### config.mk
export PLATFORM = sky130hd
export DESIGN_NAME = store_subtract_opcode_decoder
export DESIGN_NICKNAME = d
export VERILOG_FILES = /design/src/store_subtract_pkg.sv /design/src/operand_field_decode.sv /design/src/store_subtract_opcode_decoder.sv
export SDC_FILE = /design/constraint.sdc
export NUM_CORES = 1
export LEC_CHECK = 0
export BUFFER_PORTS_ARGS = -buffer_cell sky130_fd_sc_hd__buf_2
export CORE_MARGIN = 8
export CORE_UTILIZATION = 59
export CTS_CLUSTER_SIZE = 10
export DETAILED_ROUTE_END_ITERATION = 8
export PLACE_DENSITY_LB_ADDON = 0.12
export REMOVE_ABC_BUFFERS = 1
export SETUP_SLACK_MARGIN = 0.05
export SLEW_MARGIN = 20
export SYNTH_ARGS = -nofsm -noshare
export SYNTH_HDL_FRONTEND = slang
export SYNTH_HIERARCHICAL = 1
export SYNTH_SLANG_ARGS = --single-unit
### constraint.sdc
create_clock -name mclk -period 3.65 [get_ports mclk]
set_input_delay 0.73 -clock mclk [delete_from_list [all_inputs] [get_ports mclk]]
set_output_delay 0.73 -clock mclk [all_outputs]
set_load 0.005 [all_outputs]
### src/store_subtract_pkg.sv
// Purpose: Shared types and constants for the store/subtract decoder slice
// Assumes: Byte counts are 4 bits wide, cycle counts 10 bits wide
// Notes:   Lengths are the register-destination figures; extension bytes add on
`default_nettype none

package store_subtract_pkg;

	typedef enum logic [3:0] {
		CLS_CTRL_STORE_XFER,
		CLS_CTRL_STORE_PTR,
		CLS_CONTEXT_STORE,
		CLS_STORE_NONZERO,
		CLS_STORE_ZERO,
		CLS_SELECT_ZERO,
		CLS_SUB_IMM,
		CLS_SUB_LONG_IMM,
		CLS_SUB_SHORT,
		CLS_SUB_GEN
	} instr_class_t;

	typedef enum logic [3:0] {
		MODE_REG, MODE_AREG, MODE_IND, MODE_DSP8_AN, MODE_DSP8_BASE, MODE_DSP16_AN,
		MODE_DSP16_BASE, MODE_DSP24_AN, MODE_ABS16, MODE_ABS24, MODE_NONE
	} opmode_t;

	typedef enum logic [1:0] {SIZE_BYTE, SIZE_WORD, SIZE_LONG} opsize_t;

	typedef enum logic [3:0] {
		CREG_NONE, CREG_XFER_COUNT_A, CREG_XFER_COUNT_B, CREG_FLAG_REGISTER, CREG_SAVED_FLAGS,
		CREG_RELOAD_COUNT_A, CREG_RELOAD_COUNT_B, CREG_XFER_MODE_A, CREG_XFER_MODE_B,
		CREG_INT_TABLE_BASE, CREG_STACK_POINTER, CREG_STATIC_BASE, CREG_FRAME_BASE,
		CREG_SAVED_PC, CREG_VECTOR_REG, CREG_INTERRUPT_STACK_PTR
	} ctrl_reg_t;

	localparam logic [7:0] PFX_DST_IND  = 8'h09;
	localparam logic [7:0] PFX_SRC_IND  = 8'h41;
	localparam logic [7:0] PFX_BOTH_IND = 8'h49;

	localparam logic [1:0] EXT_NONE = 2'h0;
	localparam logic [1:0] EXT_8    = 2'h1;
	localparam logic [1:0] EXT_16   = 2'h2;
	localparam logic [1:0] EXT_24   = 2'h3;

	localparam logic [3:0] LEN_CTRL_XFER  = 4'h3;
	localparam logic [3:0] LEN_CTRL_PTR   = 4'h2;
	localparam logic [3:0] LEN_CONTEXT    = 4'h7;
	localparam logic [3:0] LEN_STORE_COND = 4'h3;
	localparam logic [3:0] LEN_SELECT     = 4'h4;
	localparam logic [3:0] LEN_SUB_IMM    = 4'h3;
	localparam logic [3:0] LEN_SUB_LONG   = 4'h6;
	localparam logic [3:0] LEN_SUB_SHORT  = 4'h2;
	localparam logic [3:0] LEN_SUB_GEN    = 4'h2;
	localparam logic [3:0] LEN_PREFIX     = 4'h1;
	localparam logic [3:0] LEN_WORD_IMM   = 4'h1;
	localparam logic [3:0] LEN_WORD_IMM2  = 4'h2;

	localparam logic [9:0] CYC_CTRL_XFER    = 10'h002;
	localparam logic [9:0] CYC_CTRL_PTR     = 10'h003;
	localparam logic [9:0] CYC_CONTEXT      = 10'h00A;
	localparam logic [9:0] CYC_STORE_COND   = 10'h002;
	localparam logic [9:0] CYC_ZERO_CLEAR   = 10'h001;
	localparam logic [9:0] CYC_SELECT       = 10'h003;
	localparam logic [9:0] CYC_SUB_REG      = 10'h001;
	localparam logic [9:0] CYC_SUB_MEM      = 10'h003;
	localparam logic [9:0] CYC_SUB_LONG_REG = 10'h002;
	localparam logic [9:0] CYC_SUB_LONG_MEM = 10'h004;
	localparam logic [9:0] CYC_SUB_BOTH_MEM = 10'h004;
	localparam logic [9:0] CYC_IND_ONE      = 10'h003;
	localparam logic [9:0] CYC_IND_BOTH     = 10'h006;

	localparam logic [2:0] CREG_UNASSIGNED_CODE = 3'h6;
	localparam logic [1:0] RST_SYNC_INIT        = 2'h0;

endpackage : store_subtract_pkg

`default_nettype wire

### src/operand_field_decode.sv
// Purpose: Decode one five-bit general operand field
// Assumes: Pure combinational, used for both source and destination
// Notes:   Codes 1010x to 1111x are not assigned and raise bad
`default_nettype none

module operand_field_decode (
	input  wire logic [4:0]                  field,
	output var  store_subtract_pkg::opmode_t mode,
	output logic      [1:0]                  sel,
	output logic      [1:0]                  ext,
	output logic                             is_mem,
	output logic                             bad
);

	always_comb begin
		mode = store_subtract_pkg::MODE_NONE;
		sel  = {1'b0, field[0]};
		ext  = store_subtract_pkg::EXT_NONE;
		bad  = 1'b0;
		unique casez (field)
			5'b1001?: mode = store_subtract_pkg::MODE_REG;
			5'b1000?: begin
				mode = store_subtract_pkg::MODE_REG;
				sel  = {1'b1, field[0]};
			end
			5'b0001?: mode = store_subtract_pkg::MODE_AREG;
			5'b0000?: mode = store_subtract_pkg::MODE_IND;
			5'b0010?: begin
				mode = store_subtract_pkg::MODE_DSP8_AN;
				ext  = store_subtract_pkg::EXT_8;
			end
			5'b0011?: begin
				mode = store_subtract_pkg::MODE_DSP8_BASE;
				ext  = store_subtract_pkg::EXT_8;
			end
			5'b0100?: begin
				mode = store_subtract_pkg::MODE_DSP16_AN;
				ext  = store_subtract_pkg::EXT_16;
			end
			5'b0101?: begin
				mode = store_subtract_pkg::MODE_DSP16_BASE;
				ext  = store_subtract_pkg::EXT_16;
			end
			5'b0110?: begin
				mode = store_subtract_pkg::MODE_DSP24_AN;
				ext  = store_subtract_pkg::EXT_24;
			end
			5'b01111: begin
				mode = store_subtract_pkg::MODE_ABS16;
				ext  = store_subtract_pkg::EXT_16;
			end
			5'b01110: begin
				mode = store_subtract_pkg::MODE_ABS24;
				ext  = store_subtract_pkg::EXT_24;
			end
			default: bad = 1'b1;
		endcase
		is_mem = (mode != store_subtract_pkg::MODE_REG) && (mode != store_subtract_pkg::MODE_AREG) && !bad;
	end

endmodule : operand_field_decode

`default_nettype wire

### src/store_subtract_opcode_decoder.sv
// Purpose: Operand selects, length and cycle accounting for store and subtract
// Assumes: Fetch splits prefix, class and fields; inputs come from mclk logic
// Notes:   One request per enabled cycle, answer registered one edge later
`default_nettype none

module store_subtract_opcode_decoder (
	input  wire logic                             mclk,
	input  wire logic                             reset_n,
	input  wire logic                             ce,
	input  wire logic                             req_valid,
	input  wire store_subtract_pkg::instr_class_t req_class,
	input  wire logic                             prefix_present,
	input  wire logic      [7:0]                  prefix_byte,
	input  wire logic                             size_word,
	input  wire logic      [4:0]                  src_field,
	input  wire logic      [4:0]                  dst_field,
	input  wire logic      [1:0]                  short_dst,
	input  wire logic      [2:0]                  ctrl_src,
	input  wire logic                             zero_flag,
	input  wire logic      [7:0]                  xfer_count,
	output logic                                  dec_valid,
	output logic                                  dec_illegal,
	output logic      [3:0]                       instr_len,
	output logic      [9:0]                       exec_cycles,
	output logic                                  src_indirect,
	output logic                                  dst_indirect,
	output var  store_subtract_pkg::opmode_t      src_mode,
	output logic      [1:0]                       src_sel,
	output var  store_subtract_pkg::opmode_t      dst_mode,
	output logic      [1:0]                       dst_sel,
	output var  store_subtract_pkg::opsize_t      op_size,
	output var  store_subtract_pkg::ctrl_reg_t    ctrl_sel,
	output logic                                  dest_write
);

	logic [1:0] rst_sync_q;
	logic       rst_n;

	always_ff @(posedge mclk or negedge reset_n) begin
		if (!reset_n) begin
			rst_sync_q <= store_subtract_pkg::RST_SYNC_INIT;
		end else begin
			rst_sync_q <= {rst_sync_q[0], 1'b1};
		end
	end
	assign rst_n = rst_sync_q[1];

	store_subtract_pkg::opmode_t g_mode;
	store_subtract_pkg::opmode_t s_mode;
	logic [1:0] g_sel, g_ext, s_sel, s_ext;
	logic       g_mem, g_bad, s_mem, s_bad;

	operand_field_decode u_dst (
		.field  (dst_field),
		.mode   (g_mode),
		.sel    (g_sel),
		.ext    (g_ext),
		.is_mem (g_mem),
		.bad    (g_bad)
	);

	operand_field_decode u_src (
		.field  (src_field),
		.mode   (s_mode),
		.sel    (s_sel),
		.ext    (s_ext),
		.is_mem (s_mem),
		.bad    (s_bad)
	);

	logic                          valid_q, valid_d;
	logic                          bad_q, bad_d;
	logic [3:0]                    len_q, len_d;
	logic [9:0]                    cyc_q, cyc_d;
	logic                          sind_q, sind_d, dind_q, dind_d;
	store_subtract_pkg::opmode_t   smode_q, smode_d, dmode_q, dmode_d;
	logic [1:0]                    ssel_q, ssel_d, dsel_q, dsel_d;
	store_subtract_pkg::opsize_t   size_q, size_d;
	store_subtract_pkg::ctrl_reg_t creg_q, creg_d;
	logic                          wr_q, wr_d;
	logic                          pfx_bad, pfx_ok, dmem;
	logic [1:0]                    dext;
	logic [3:0]                    wbyte;

	always_comb begin
		valid_d = req_valid;
		bad_d   = bad_q;
		len_d   = len_q;
		cyc_d   = cyc_q;
		sind_d  = sind_q;
		dind_d  = dind_q;
		smode_d = smode_q;
		ssel_d  = ssel_q;
		dmode_d = dmode_q;
		dsel_d  = dsel_q;
		size_d  = size_q;
		creg_d  = creg_q;
		wr_d    = wr_q;
		pfx_bad = 1'b0;
		dmem    = g_mem;
		dext    = g_ext;
		wbyte   = {3'h0, size_word};
		pfx_ok  = (req_class != store_subtract_pkg::CLS_CTRL_STORE_XFER)
			&& (req_class != store_subtract_pkg::CLS_CTRL_STORE_PTR)
			&& (req_class != store_subtract_pkg::CLS_CONTEXT_STORE);
		if (req_valid) begin
			sind_d = 1'b0;
			dind_d = 1'b0;
			if (prefix_present) begin
				case (prefix_byte)
					store_subtract_pkg::PFX_DST_IND: dind_d = 1'b1;
					store_subtract_pkg::PFX_SRC_IND: sind_d = 1'b1;
					store_subtract_pkg::PFX_BOTH_IND: begin
						sind_d = 1'b1;
						dind_d = 1'b1;
					end
					default: pfx_bad = 1'b1;
				endcase
				// Source prefixes only exist on the two-operand subtract
				if (!pfx_ok || (sind_d && req_class != store_subtract_pkg::CLS_SUB_GEN)) begin
					pfx_bad = 1'b1;
					sind_d  = 1'b0;
					dind_d  = 1'b0;
				end
			end
			dmode_d = g_mode;
			dsel_d  = g_sel;
			smode_d = store_subtract_pkg::MODE_NONE;
			ssel_d  = 2'h0;
			size_d  = size_word ? store_subtract_pkg::SIZE_WORD : store_subtract_pkg::SIZE_BYTE;
			creg_d  = store_subtract_pkg::CREG_NONE;
			bad_d   = g_bad || pfx_bad;
			wr_d    = 1'b1;
			len_d   = 4'h0;
			cyc_d   = 10'h000;
			unique case (req_class)
				store_subtract_pkg::CLS_CTRL_STORE_XFER: begin
					size_d = store_subtract_pkg::SIZE_WORD;
					len_d  = store_subtract_pkg::LEN_CTRL_XFER + {2'h0, dext};
					cyc_d  = store_subtract_pkg::CYC_CTRL_XFER;
					unique case (ctrl_src)
						3'h0: creg_d = store_subtract_pkg::CREG_XFER_COUNT_A;
						3'h1: creg_d = store_subtract_pkg::CREG_XFER_COUNT_B;
						3'h2: creg_d = store_subtract_pkg::CREG_FLAG_REGISTER;
						3'h3: creg_d = store_subtract_pkg::CREG_SAVED_FLAGS;
						3'h4: creg_d = store_subtract_pkg::CREG_RELOAD_COUNT_A;
						3'h5: creg_d = store_subtract_pkg::CREG_RELOAD_COUNT_B;
						3'h6: creg_d = store_subtract_pkg::CREG_XFER_MODE_A;
						3'h7: creg_d = store_subtract_pkg::CREG_XFER_MODE_B;
					endcase
				end
				store_subtract_pkg::CLS_CTRL_STORE_PTR: begin
					size_d = store_subtract_pkg::SIZE_LONG;
					len_d  = store_subtract_pkg::LEN_CTRL_PTR + {2'h0, dext};
					cyc_d  = store_subtract_pkg::CYC_CTRL_PTR;
					// Long register column has only the two pairs
					bad_d  = bad_d || (g_mode == store_subtract_pkg::MODE_REG && g_sel[1]);
					unique case (ctrl_src)
						3'h0: creg_d = store_subtract_pkg::CREG_INT_TABLE_BASE;
						3'h1: creg_d = store_subtract_pkg::CREG_STACK_POINTER;
						3'h2: creg_d = store_subtract_pkg::CREG_STATIC_BASE;
						3'h3: creg_d = store_subtract_pkg::CREG_FRAME_BASE;
						3'h4: creg_d = store_subtract_pkg::CREG_SAVED_PC;
						3'h5: creg_d = store_subtract_pkg::CREG_VECTOR_REG;
						3'h6: creg_d = store_subtract_pkg::CREG_NONE;
						3'h7: creg_d = store_subtract_pkg::CREG_INTERRUPT_STACK_PTR;
					endcase
					if (ctrl_src == store_subtract_pkg::CREG_UNASSIGNED_CODE) begin
						bad_d = 1'b1;
					end
				end
				store_subtract_pkg::CLS_CONTEXT_STORE: begin
					size_d  = store_subtract_pkg::SIZE_LONG;
					smode_d = store_subtract_pkg::MODE_ABS16;
					dmode_d = store_subtract_pkg::MODE_ABS24;
					dsel_d  = 2'h0;
					bad_d   = pfx_bad;
					len_d   = store_subtract_pkg::LEN_CONTEXT;
					cyc_d   = store_subtract_pkg::CYC_CONTEXT + {1'b0, xfer_count, 1'b0};
				end
				store_subtract_pkg::CLS_STORE_NONZERO, store_subtract_pkg::CLS_STORE_ZERO: begin
					len_d = store_subtract_pkg::LEN_STORE_COND + {2'h0, dext} + wbyte;
					cyc_d = store_subtract_pkg::CYC_STORE_COND;
					if (req_class == store_subtract_pkg::CLS_STORE_ZERO) begin
						wr_d = zero_flag;
						if (!zero_flag) begin
							cyc_d = cyc_d + store_subtract_pkg::CYC_ZERO_CLEAR;
						end
					end else begin
						wr_d = !zero_flag;
					end
				end
				store_subtract_pkg::CLS_SELECT_ZERO: begin
					len_d = store_subtract_pkg::LEN_SELECT + {2'h0, dext}
						+ (size_word ? store_subtract_pkg::LEN_WORD_IMM2 : 4'h0);
					cyc_d = store_subtract_pkg::CYC_SELECT;
				end
				store_subtract_pkg::CLS_SUB_IMM: begin
					len_d = store_subtract_pkg::LEN_SUB_IMM + {2'h0, dext} + wbyte;
					cyc_d = dmem ? store_subtract_pkg::CYC_SUB_MEM : store_subtract_pkg::CYC_SUB_REG;
				end
				store_subtract_pkg::CLS_SUB_LONG_IMM: begin
					size_d = store_subtract_pkg::SIZE_LONG;
					bad_d  = bad_d || (g_mode == store_subtract_pkg::MODE_REG && g_sel[1]);
					len_d  = store_subtract_pkg::LEN_SUB_LONG + {2'h0, dext};
					cyc_d  = dmem ? store_subtract_pkg::CYC_SUB_LONG_MEM : store_subtract_pkg::CYC_SUB_LONG_REG;
				end
				store_subtract_pkg::CLS_SUB_SHORT: begin
					bad_d = pfx_bad;
					dsel_d = {1'b0, short_dst[0]};
					unique case (short_dst)
						2'h0: begin
							dmode_d = store_subtract_pkg::MODE_REG;
							dext    = store_subtract_pkg::EXT_NONE;
						end
						2'h1: begin
							dmode_d = store_subtract_pkg::MODE_ABS16;
							dsel_d  = 2'h0;
							dext    = store_subtract_pkg::EXT_16;
						end
						2'h2, 2'h3: begin
							dmode_d = store_subtract_pkg::MODE_DSP8_BASE;
							dext    = store_subtract_pkg::EXT_8;
						end
					endcase
					dmem  = (short_dst != 2'h0);
					len_d = store_subtract_pkg::LEN_SUB_SHORT + {2'h0, dext} + wbyte;
					cyc_d = dmem ? store_subtract_pkg::CYC_SUB_MEM : store_subtract_pkg::CYC_SUB_REG;
				end
				store_subtract_pkg::CLS_SUB_GEN: begin
					smode_d = s_mode;
					ssel_d  = s_sel;
					bad_d   = bad_d || s_bad;
					len_d   = store_subtract_pkg::LEN_SUB_GEN + {2'h0, s_ext} + {2'h0, dext};
					if (s_mem && dmem) begin
						cyc_d = store_subtract_pkg::CYC_SUB_BOTH_MEM;
					end else if (s_mem || dmem) begin
						cyc_d = store_subtract_pkg::CYC_SUB_MEM;
					end else begin
						cyc_d = store_subtract_pkg::CYC_SUB_REG;
					end
				end
				default: bad_d = 1'b1;
			endcase
			if (sind_d || dind_d) begin
				len_d = len_d + store_subtract_pkg::LEN_PREFIX;
			end
			if (sind_d && dind_d) begin
				cyc_d = cyc_d + store_subtract_pkg::CYC_IND_BOTH;
			end else if (sind_d || dind_d) begin
				cyc_d = cyc_d + store_subtract_pkg::CYC_IND_ONE;
			end
			if (bad_d) begin
				wr_d = 1'b0;
			end
		end
	end

	always_ff @(posedge mclk or negedge rst_n) begin
		if (!rst_n) begin
			valid_q <= 1'b0;
			bad_q   <= 1'b0;
			len_q   <= 4'h0;
			cyc_q   <= 10'h000;
			sind_q  <= 1'b0;
			dind_q  <= 1'b0;
			smode_q <= store_subtract_pkg::MODE_NONE;
			ssel_q  <= 2'h0;
			dmode_q <= store_subtract_pkg::MODE_NONE;
			dsel_q  <= 2'h0;
			size_q  <= store_subtract_pkg::SIZE_BYTE;
			creg_q  <= store_subtract_pkg::CREG_NONE;
			wr_q    <= 1'b0;
		end else if (ce) begin
			valid_q <= valid_d;
			bad_q   <= bad_d;
			len_q   <= len_d;
			cyc_q   <= cyc_d;
			sind_q  <= sind_d;
			dind_q  <= dind_d;
			smode_q <= smode_d;
			ssel_q  <= ssel_d;
			dmode_q <= dmode_d;
			dsel_q  <= dsel_d;
			size_q  <= size_d;
			creg_q  <= creg_d;
			wr_q    <= wr_d;
		end
	end

	assign dec_valid    = valid_q;
	assign dec_illegal  = bad_q;
	assign instr_len    = len_q;
	assign exec_cycles  = cyc_q;
	assign src_indirect = sind_q;
	assign dst_indirect = dind_q;
	assign src_mode     = smode_q;
	assign src_sel      = ssel_q;
	assign dst_mode     = dmode_q;
	assign dst_sel      = dsel_q;
	assign op_size      = size_q;
	assign ctrl_sel     = creg_q;
	assign dest_write   = wr_q;
endmodule : store_subtract_opcode_decoder

`default_nettype wire

==> impl_results.md, run 1 <==
* Min cycle time layout at 3347 ps
* Syn Std Cell Area at 0.003249 sq mm
* CTS H-tree depth at 2
* Yosys cell types at 74
* Antenna cells at 0
* Hold Path Class: in2async
* Non-filler instance count after layout at 522
* First-pass GRT wire length at 13700 microns
* Sum Neg Setup Slack at 0 ps
* Vias at 2984
* Placer Congestion at 0.8882
* Max-cap violations at 0
* #FFs+latches synth at 39
* Clk Latency, worst-skew pair at 290 ps
* Routed WL at 8081 microns
* CTS Buffer Depth at 2
* Critical path, cell by cell: buf_2, inv_1, a311oi_1, inv_1, ha_1, inv_1, ha_1, nor4bb_1, nor4_2, a221o_1, ha_1, mux2i_1, o21ai_0
* Post-CTS sizing at 0
* Sequential area share after synthesis at 30.19%
* Relative slew margins at 58.61%
* DP HPWL at 6187 microns
* Number of flops mapped to enable cells by yosys at 0
* Period utilisation layout at 91.70%
* Num ports at 79
* Crit path max fanout at 11
* Synth-to-Final Area Change at 12.44%
* Placed insts at 514
* Die Width at 90.21 microns
* F_max at 298.8 MHz
* Worst vdd rail ir drop at 0.1418 mV
* Yosys Warn Count at 6
* Worst Skew at 3.406 ps
* Slew Viols, Final at 0
* Fin area at 0.003654 sq mm
* Synth Flop Type: dfrtp_1
* Dominant cells by area after synthesis: dfrtp_1, ha_1, nand2_1
* Cts bufs inserted at 5
* CTS root buf: clkbuf_8
* Final Hold Slack at 211.8 ps
* Die ar. at 0.008138 sq mm
* Power Density at 291.7 mW/mm^2
* Setup-failing EPs final at 0
* DRC at 0
* Layout cells sized above 1 at 26.22%
* Clock Pin Slew Worst Setup and Hold Paths at 80 ps
* Initial antenna violation count at 0
* R2r setup slk at 2870 ps
* # hold bufs at CTS at 0
* Required time of the worst setup path at 3810 ps
* Crit-path max cell delay at 410 ps
* Final #Nets at 511
* Iteration-0 DRC Markers at 161
* Total Routing Usage GR at 19.69%
* Slowest CP cell: a221o_1
* CP endpoint kind: register
* Largest net degree at the start of global routing at 40
* Cell Rows at 27
* Post-synthesis average cell area at 8.353 sq um
* Startpoint types: input port
* Synth async-reset ratio at 100.0%
* Leading area contributor after synthesis: dfrtp_1
* Vias in the first global route at 2847
* Via density at 5.716
* DRT Pass-1 Iters at 4
* Syn Inst Count at 389
* Area fraction of the dominant cell type after synthesis at 26.95%
* Post-CTS Setup Bufs at 0
* Outcome: complete, no violations
* Final hold vios at 0
* Worst slew pin tran at 620.9 ps
* Drt wl/cell at 15.48 microns
* Core ar. at 0.005405 sq mm
* Remaining antenna violation count after routing at 0
* Layout Utilization at 67.59%
* Overflow after GRT at 0
* Worst Path Arrival at 3510 ps
* Kind of critical path: in2reg
* Initial core utilization at 60.12%
* Unrepaired setup endpoints after global routing: no
* Die height at 90.21 microns
* Placed cell area at 0.003568 sq mm
* P_leak at 0.001717 uW
* Clk sinks at 39
* TritonCTS clock tree: built
* PortBufs at 78
[cell usage after synthesis (3+ instances only)]
| cell | instances |
|---|---|
| buf_4 | 7 |
| a31oi_1 | 5 |
| nor2b_1 | 12 |
| o21bai_1 | 3 |
| nand2b_1 | 4 |
| dfrtp_1 | 35 |
| nand3_1 | 14 |
| o31ai_1 | 6 |
| mux2i_1 | 6 |
| nand2_1 | 59 |
| inv_1 | 22 |
| xnor2_1 | 6 |
| xor2_1 | 5 |
| o22ai_1 | 5 |
| ha_1 | 20 |
| and3_1 | 4 |
| nor2_1 | 11 |
| buf_2 | 8 |
| o21a_1 | 3 |
| nand3b_1 | 6 |
| clkbuf_1 | 10 |
| nor3_1 | 10 |
| nor4_1 | 4 |
| nor4_2 | 3 |
| o21ai_0 | 29 |
| buf_6 | 5 |
| o21ai_1 | 6 |
| dfstp_2 | 4 |
| a21oi_1 | 17 |
| or3b_1 | 3 |
[final timing paths]
path	depth (start not counted)	end	start
max	13	instr_len[1]	dst_field[2]
min	1	rst_sync_q[1]	reset_n
max reg2reg	2	dst_mode[3]	dst_mode[3]
min reg2reg	1	exec_cycles[8]	rst_sync_q[1]
max in group asynchronous	1	dst_mode[3]	rst_sync_q[1]
min in group mclk	0	rst_sync_q[1]	rst_sync_q[0]
[power breakdown]
| part | switching, uW | total [uW] | internal, uW | leakage, uW |
|---|---|---|---|---|
| Combinational | 173 | 294 | 121 | 0.00117 |
| Sequential | 16.3 | 484 | 468 | 0.000502 |
| Clock | 154 | 287 | 134 | 0.0000412 |
[cell usage in the layout (no fill, tap or decap), drive strengths merged, types with 5 or more instances in the layout]
| cell | synthesis | layout |
|---|---|---|
| dfrtp | 35 | 35 |
| buf | 21 | 84 |
| nor3 | 11 | 11 |
| nor2 | 13 | 13 |
| ha | 20 | 20 |
| o22ai | 6 | 6 |
| a21oi | 17 | 17 |
| xnor2 | 6 | 6 |
| mux2i | 6 | 6 |
| nand3 | 14 | 14 |
| o21ai | 35 | 35 |
| nand2 | 60 | 60 |
| a31oi | 5 | 5 |
| nand2b | 5 | 5 |
| inv | 24 | 24 |
| nand3b | 6 | 6 |
| xor2 | 5 | 5 |
| nor4 | 8 | 8 |
| o31ai | 7 | 7 |
| nor2b | 12 | 12 |
| clkbuf | 10 | 6 |
[metal layers]
| layer | GRT usage [%] | vias up | share of wire, % |
|---|---|---|---|
| li1 | - | 1496 | - |
| met1 | 26.27 | 1382 | 46 |
| met3 | 3.242 | 16 | 5.0 |
| met4 | 5.548 | 0 | 1.8 |
| met2 | 31.96 | 90 | 47 |
| met5 | 0 | - | 0 |
[logic make-up after synthesis]
| family | synth area share [%] |
|---|---|
| and+or+nand+nor | 26.53 |
| AOI/OAI and AO/OA | 21.02 |
| buffers and inverters | 9.627 |
| DFF | 30.19 |
| adders and majority gates | 7.701 |
| xor gates and xnor gates | 2.965 |
| muxes | 1.848 |
| other | 0.1154 |
[registers in the layout (all words and copies together), names as in the netlist]
signal	flops
src_mode	4
rst_sync_q	2
exec_cycles	10
src_sel	2
ctrl_sel	4
dst_mode	4
dest_write	1
dst_sel	2
src_indirect	1
instr_len	4
op_size	2
dec_valid	1
dst_indirect	1
dec_illegal	1
[through the flow]
step / setup slack, ps / total power, uW
final: 303.0 / 1066
after global routing: 65.97 / 1128
after CTS: 334.2 / 1072
after detailed placement: 41.52 / 786.8
after global placement: 213.0 / 779.1
after floorplan: 81.55 / 651.7
[worst max-delay path, delay by kind of cell]
| family | cells | cell delay (ps) |
|---|---|---|
| multiplexers | 1 | 130 |
| buffers and inverters | 4 | 410 |
| adder cells (fa/ha/maj) | 3 | 930 |
| AND/OR/NAND/NOR | 2 | 490 |
| AO/OA/AOI/OAI | 3 | 830 |
[cell type report]
type                    instances  area [sq um]
repair buffers                 84         435.4
clock buffers                   6         72.57
well taps                      72         90.09
flip-flops and latches         39         980.9
clock inverters                 2         12.51
fillers                       469          1752
multi-input cells             294          1956
inverters                      25         106.4
No activity file was read; power rests on OpenSTA's default activity.
==> run 2, diff against run 1 <==
--- a/config.mk
+++ b/config.mk
@@ -6,11 +6,13 @@
 export NUM_CORES = 1
 export LEC_CHECK = 0
 export BUFFER_PORTS_ARGS = -buffer_cell sky130_fd_sc_hd__buf_2
+export CELL_PAD_IN_SITES_DETAIL_PLACEMENT = 1
+export CELL_PAD_IN_SITES_GLOBAL_PLACEMENT = 2
 export CORE_MARGIN = 8
-export CORE_UTILIZATION = 59
+export CORE_UTILIZATION = 34
 export CTS_CLUSTER_SIZE = 10
 export DETAILED_ROUTE_END_ITERATION = 8
-export PLACE_DENSITY_LB_ADDON = 0.12
+export PLACE_DENSITY = 0.89
 export REMOVE_ABC_BUFFERS = 1
 export SETUP_SLACK_MARGIN = 0.05
 export SLEW_MARGIN = 20
==> run 2 against run 1 <==
Against the previous run: non-clock buffer count rose by 3; critical path type unchanged; count of clock-buffer cells in the layout decreased by 1; critical path depth shrank 1; largest cell class unchanged; sequential power rose by 1%; combinational power grew 1%; wire length rose by 19%; hold slack got worse by 13 ps; sequential cell count did not move; highest routed layer unchanged.
==> impl_results.md, run 2 (same netlist as run 1, synthesis figures left out) <==
* Clk sinks at 39
* Layout cells sized above 1 at 26.93%
* Slew Viols, Final at 0
* Via density at 5.246
* Max-cap violations at 0
* Hold Path Class: in2async
* Vias at 3053
* Die Width at 113.8 microns
* Die ar. at 0.01294 sq mm
* Die height at 113.8 microns
* TritonCTS clock tree: built
* Relative slew margins at 47.87%
* Post-CTS Setup Bufs at 0
* Sum Neg Setup Slack at 0 ps
* CP endpoint kind: register
* Worst vdd rail ir drop at 0.1428 mV
* R2r setup slk at 2610 ps
* Unrepaired setup endpoints after global routing: no
* Cts bufs inserted at 5
* PortBufs at 78
* Cell Rows at 35
* Worst Setup Slack, final at 434.8 ps
* Largest net degree at the start of global routing at 38
* Most common cell after layout, fill and taps aside: buf_2
* CTS Buffer Depth at 2
* Final hold vios at 0
* Non-filler instance count after layout at 582
* Kind of critical path: in2reg
* Worst Reg2Reg Path Length in Cells at 1
* Iteration-0 DRC Markers at 145
* Remaining antenna violation count after routing at 0
* Placer Congestion at 0.8049
* Overflow after GRT at 0
* P_leak at 0.001748 uW
* Crit path max fanout at 12
* Reg2reg end: src_mode[3]
* Worst Skew at 11.67 ps
* Post-Place Setup Slack at 103.6 ps
* Initial antenna violation count at 0
* Num ports at 79
* Clock Pin Slew Worst Setup and Hold Paths at 90 ps
* First-pass GRT wire length at 16080 microns
* Sequential cell area at 980.9 sq um
* Setup-failing EPs final at 0
* DRC at 0
* Clk Latency, worst-skew pair at 290 ps
* Core ar. at 0.009240 sq mm
* Fillers at 1134
* Antenna cells at 0
* F_max at 311.0 MHz
* Initial core utilization at 35.17%
* Vias in the first global route at 3184
* Layout Utilization at 40.85%
* DRT Pass-1 Iters at 4
* CTS H-tree depth at 2
* Final #Nets at 514
* Worst Path Arrival at 3380 ps
* Period utilisation layout at 88.09%
* Worst slew pin tran at 780.0 ps
* Max FFs per register at 10
* DP HPWL at 7668 microns
* Power Density at 306.5 mW/mm^2
* # hold bufs at CTS at 0
* Startpoint types: input port
* Routed WL at 9634 microns
* Commonest non-fill, non-tap cells in the layout: buf_2, nand2_1, dfrtp_1, o21ai_0, inv_1
* Required time of the worst setup path at 3820 ps
* Worst r2r src: rst_sync_q[1]
* Post-CTS sizing at 0
* Synth-to-Final Area Change at 16.17%
* CTS root buf: clkbuf_8
* Min cycle time layout at 3215 ps
* Total Routing Usage GR at 15.04%
* Multi-input logic area at 0.001956 sq mm
* Placed insts at 574
* Drt wl/cell at 16.55 microns
* Outcome: complete, no violations
-- run 2: cell count changes in the layout (fill, tap and decap cells not counted), sizes merged --
cell / delta
clkinvlp: -1
clkbuf: -1
bufinv: +1
buf: +3
clkinv: +1
-- run 2: layer usage --
metal,GRT usage (%),up-vias,part of all wire [%]
met1,19.13,1477,46
met4,3.730,0,0.85
li1,-,1502,-
met3,2.747,7,4.8
met2,25.56,67,48
met5,0,-,0
-- run 2: worst max path at each step --
| stage | startpoint | to | slack (ps) | depth (start not counted) |
|---|---|---|---|---|
| finish | dst_field[3] | instr_len[1] | 430 | 12 |
| detailed placement | dst_field[3] | instr_len[1] | 100 | 12 |
| global placement | dst_field[3] | instr_len[1] | 210 | 12 |
| CTS | dst_field[3] | instr_len[1] | 400 | 12 |
| floorplan | dst_field[1] | instr_len[1] | 80 | 11 |
| global route | dst_field[3] | instr_len[1] | 190 | 12 |
-- run 2: layout make-up --
| class | instances | area share, % |
|---|---|---|
| Multi-Input combinational cell | 294 | 51.81 |
| Sequential cell | 39 | 25.99 |
| Timing Repair Buffer | 87 | 12.13 |
| Tap cell | 129 | 4.276 |
| Inverter | 25 | 2.817 |
| Clock buffer | 5 | 1.823 |
| Clock inverter | 3 | 1.160 |
-- run 2: worst max-delay path, stage by stage --
cell and delay (ps):
buf_2 150, a311oi_1 360, inv_1 130, ha_1 320
inv_1 50, ha_1 300, nor4bb_1 340, nor4_2 100
a221o_1 410, ha_1 300, mux2i_1 120, o21ai_0 80
-- run 2: where the power goes --
group | total (uW) | internal, uW | switching, uW
Clock | 369 | 204 | 165
Combinational | 298 | 123 | 175
Sequential | 490 | 468 | 21.6
Total | 1160 | 795 | 362
-- run 2: stage by stage --
step	instance area, sq um	hold slack (ps)	total power (uW)
floorplan	3043	331.2	651.7
global placement	3662	240.4	790.6
detailed placement	3662	258.7	802.5
CTS	3775	184.5	1181
global route	3775	188.1	1234
finish	3775	198.7	1157
==> run 3, diff against run 2 <==
--- a/config.mk
+++ b/config.mk
@@ -5,14 +5,15 @@
 export SDC_FILE = /design/constraint.sdc
 export NUM_CORES = 1
 export LEC_CHECK = 0
+export ABC_AREA = 1
 export BUFFER_PORTS_ARGS = -buffer_cell sky130_fd_sc_hd__buf_2
 export CELL_PAD_IN_SITES_DETAIL_PLACEMENT = 1
 export CELL_PAD_IN_SITES_GLOBAL_PLACEMENT = 2
 export CORE_MARGIN = 8
-export CORE_UTILIZATION = 34
+export CORE_UTILIZATION = 31
 export CTS_CLUSTER_SIZE = 10
 export DETAILED_ROUTE_END_ITERATION = 8
-export PLACE_DENSITY = 0.89
+export PLACE_DENSITY = 0.9
 export REMOVE_ABC_BUFFERS = 1
 export SETUP_SLACK_MARGIN = 0.05
 export SLEW_MARGIN = 20
==> run 3 against run 2 <==
Against the previous run: sequential cell count unchanged; hold slack worse by 17 ps; highest routed layer unchanged; utilization is 2.9 points lower; critical path depth grew 4; setup slack better by 550 ps; count of clock-buffer cells in the layout unchanged.
==> impl_results.md, run 3 <==
* Worst Path Arrival at 2850 ps
* Kind of critical path: in2reg
* CTS root buf: clkbuf_8
* Die Width at 115.7 microns
* Final Hold Slack at 181.6 ps
* Fillers at 1331
* First-pass GRT wire length at 16500 microns
* Unrepaired setup endpoints after global routing: no
* Critical path, cell by cell: buf_2, inv_1, nand2_2, clkinv_2, o211ai_1, nand2_1, inv_1, ha_1, inv_1, ha_1, nand2_1, nand3_1, ha_1, nand2_2, xor2_1, o21ai_1
* Placer Congestion at 0.8638
* Area fraction of the dominant cell type after synthesis at 28.44%
* Design Power at 1097 uW
* CP Buf/Inv Count at 5
* Leading area contributor after synthesis: dfrtp_1
* Initial core utilization at 31.65%
* Outcome: complete, no violations
* Clk sinks at 39
* Commonest non-fill, non-tap cells in the layout: nand2_1, buf_2, inv_1, nor2_1, dfrtp_1
* Commonest cells post-synth: nand2_1, inv_1, nor2_1
* Largest net degree at the start of global routing at 46
* Min cycle time layout at 2663 ps
* Overflow after GRT at 0
* DP HPWL at 7800 microns
* Total Routing Usage GR at 15.25%
* Most common cell after layout, fill and taps aside: nand2_1
* Number of flops mapped to enable cells by yosys at 0
* Initial antenna violation count at 0
* TritonCTS clock tree: built
* Sequential area share after synthesis at 31.86%
* Synth-to-Final Area Change at 19.99%
* Yosys Warn Count at 6
* Hold Path Class: in2async
* Vias at 3228
* Cell Rows at 36
* Final #Nets at 606
* Required time of the worst setup path at 3840 ps
* Synth async-reset ratio at 100.0%
* Post-CTS Setup Bufs at 0
* PortBufs at 78
* Cts bufs inserted at 5
* DRT Pass-1 Iters at 4
* DRC at 0
* Yosys cell types at 44
* Max-cap violations at 0
* #FFs+latches synth at 39
* Startpoint types: input port
* Core ar. at 0.009729 sq mm
* CTS Buffer Depth at 2
* Die ar. at 0.01338 sq mm
* Count leader, synth: nand2_1
* Post-synthesis average cell area at 6.608 sq um
* Clk Latency, worst-skew pair at 310 ps
* # hold bufs at CTS at 0
* Power Density at 296.9 mW/mm^2
* CP endpoint kind: register
* Via density at 4.761
* Num ports at 79
* Syn Std Cell Area at 0.003079 sq mm
* CP top delay family: adder cells
* Iteration-0 DRC Markers at 169
* Vias in the first global route at 3469
* Remaining antenna violation count after routing at 0
* Drt wl/cell at 14.32 microns
* Worst vdd rail ir drop at 0.1428 mV
* Synth Flop Type: dfrtp_1
* Layout cells sized above 1 at 22.75%
* Multi-input logic area at 0.001764 sq mm
* Clock Pin Slew Worst Setup and Hold Paths at 100 ps
* Post-CTS sizing at 0
* Worst Skew at 13.33 ps
* Setup-failing EPs final at 0
* Slowest CP cell: ha_1
* Period utilisation layout at 72.95%
* Die height at 115.7 microns
* Sequential cell area at 980.9 sq um
* Crit path max fanout at 6
* Dominant cells by area after synthesis: dfrtp_1, nand2_1, ha_1
* Syn Inst Count at 466
* P_leak at 0.002086 uW
* Routed WL at 9711 microns
* Max FFs per register at 10
* Antenna cells at 0
* F_max at 375.6 MHz
* Slew Viols, Final at 0
* CTS H-tree depth at 2
* Crit-path max cell delay at 320 ps
* Final hold vios at 0
* Sum Neg Setup Slack at 0 ps
* Worst slew pin tran at 836.6 ps
* Relative slew margins at 43.88%
## run 3: cell count changes after synthesis, sizes merged, moves of 12 or more
cell,delta
buf,-17
nor2,+38
nor2b,-12
inv,+48
nand3,+21
nand2,+87
## run 3: kinds of logic (layout without fill, tap and decap cells)
logic type / Yosys count / count (layout) / synth area share (%)
other cells: 1 / 1 / 0.1218
xor+xnor: 3 / 3 / 0.8535
buf+inv: 84 / 163 / 10.85
flops: 39 / 39 / 31.86
fa+ha+maj: 20 / 20 / 8.127
simple gates: 251 / 251 / 35.35
compound gates: 68 / 68 / 12.84
## run 3: cell type report
cell class	count	area share, %
multi-input combinational	343	47.75
clock inverter	3	0.6773
sequential	39	26.55
clock buffer	5	1.863
timing repair buffer	80	10.97
tap	133	4.504
inverter	75	7.687
## run 3: metal layers
| layer | global-route usage [%] | up-vias | part of all wire, % |
|---|---|---|---|
| met3 | 2.345 | 9 | 4.1 |
| met2 | 27.83 | 52 | 50 |
| met1 | 18.17 | 1531 | 44 |
| li1 | - | 1636 | - |
| met5 | 0 | - | 0 |
| met4 | 3.889 | 0 | 1.2 |
## run 3: metrics by stage
stage	instances	setup slack, ps	area (sq um)	utilization [%]
detailed placement	670	679.4	3601	37.01
global placement	670	801.0	3601	37.01
floorplan	457	1001	3029	-
global route	678	744.2	3695	37.98
finish	678	987.4	3695	37.98
CTS	678	1005	3695	37.98
## run 3: path summary, 6_finish.rpt
check | start | end | slack, ps | depth (start not counted)
max | dst_field[4] | instr_len[2] | 990 | 16
min | reset_n | rst_sync_q[0] | 180 | 1
max reg2reg | dst_mode[1] | dst_mode[1] | 2890 | 2
min reg2reg | rst_sync_q[1] | exec_cycles[8] | 320 | 1
max in group asynchronous | rst_sync_q[1] | dst_mode[3] | 2970 | 1
min in group mclk | rst_sync_q[0] | rst_sync_q[1] | 370 | 0
## run 3: power by group
group	total (uW)	leakage [uW]	switching (uW)	internal [uW]
clock network	324	0.0000443	187	137
logic	283	0.00154	176	107
registers	490	0.000499	17.8	472
total	1100	0.00209	381	716
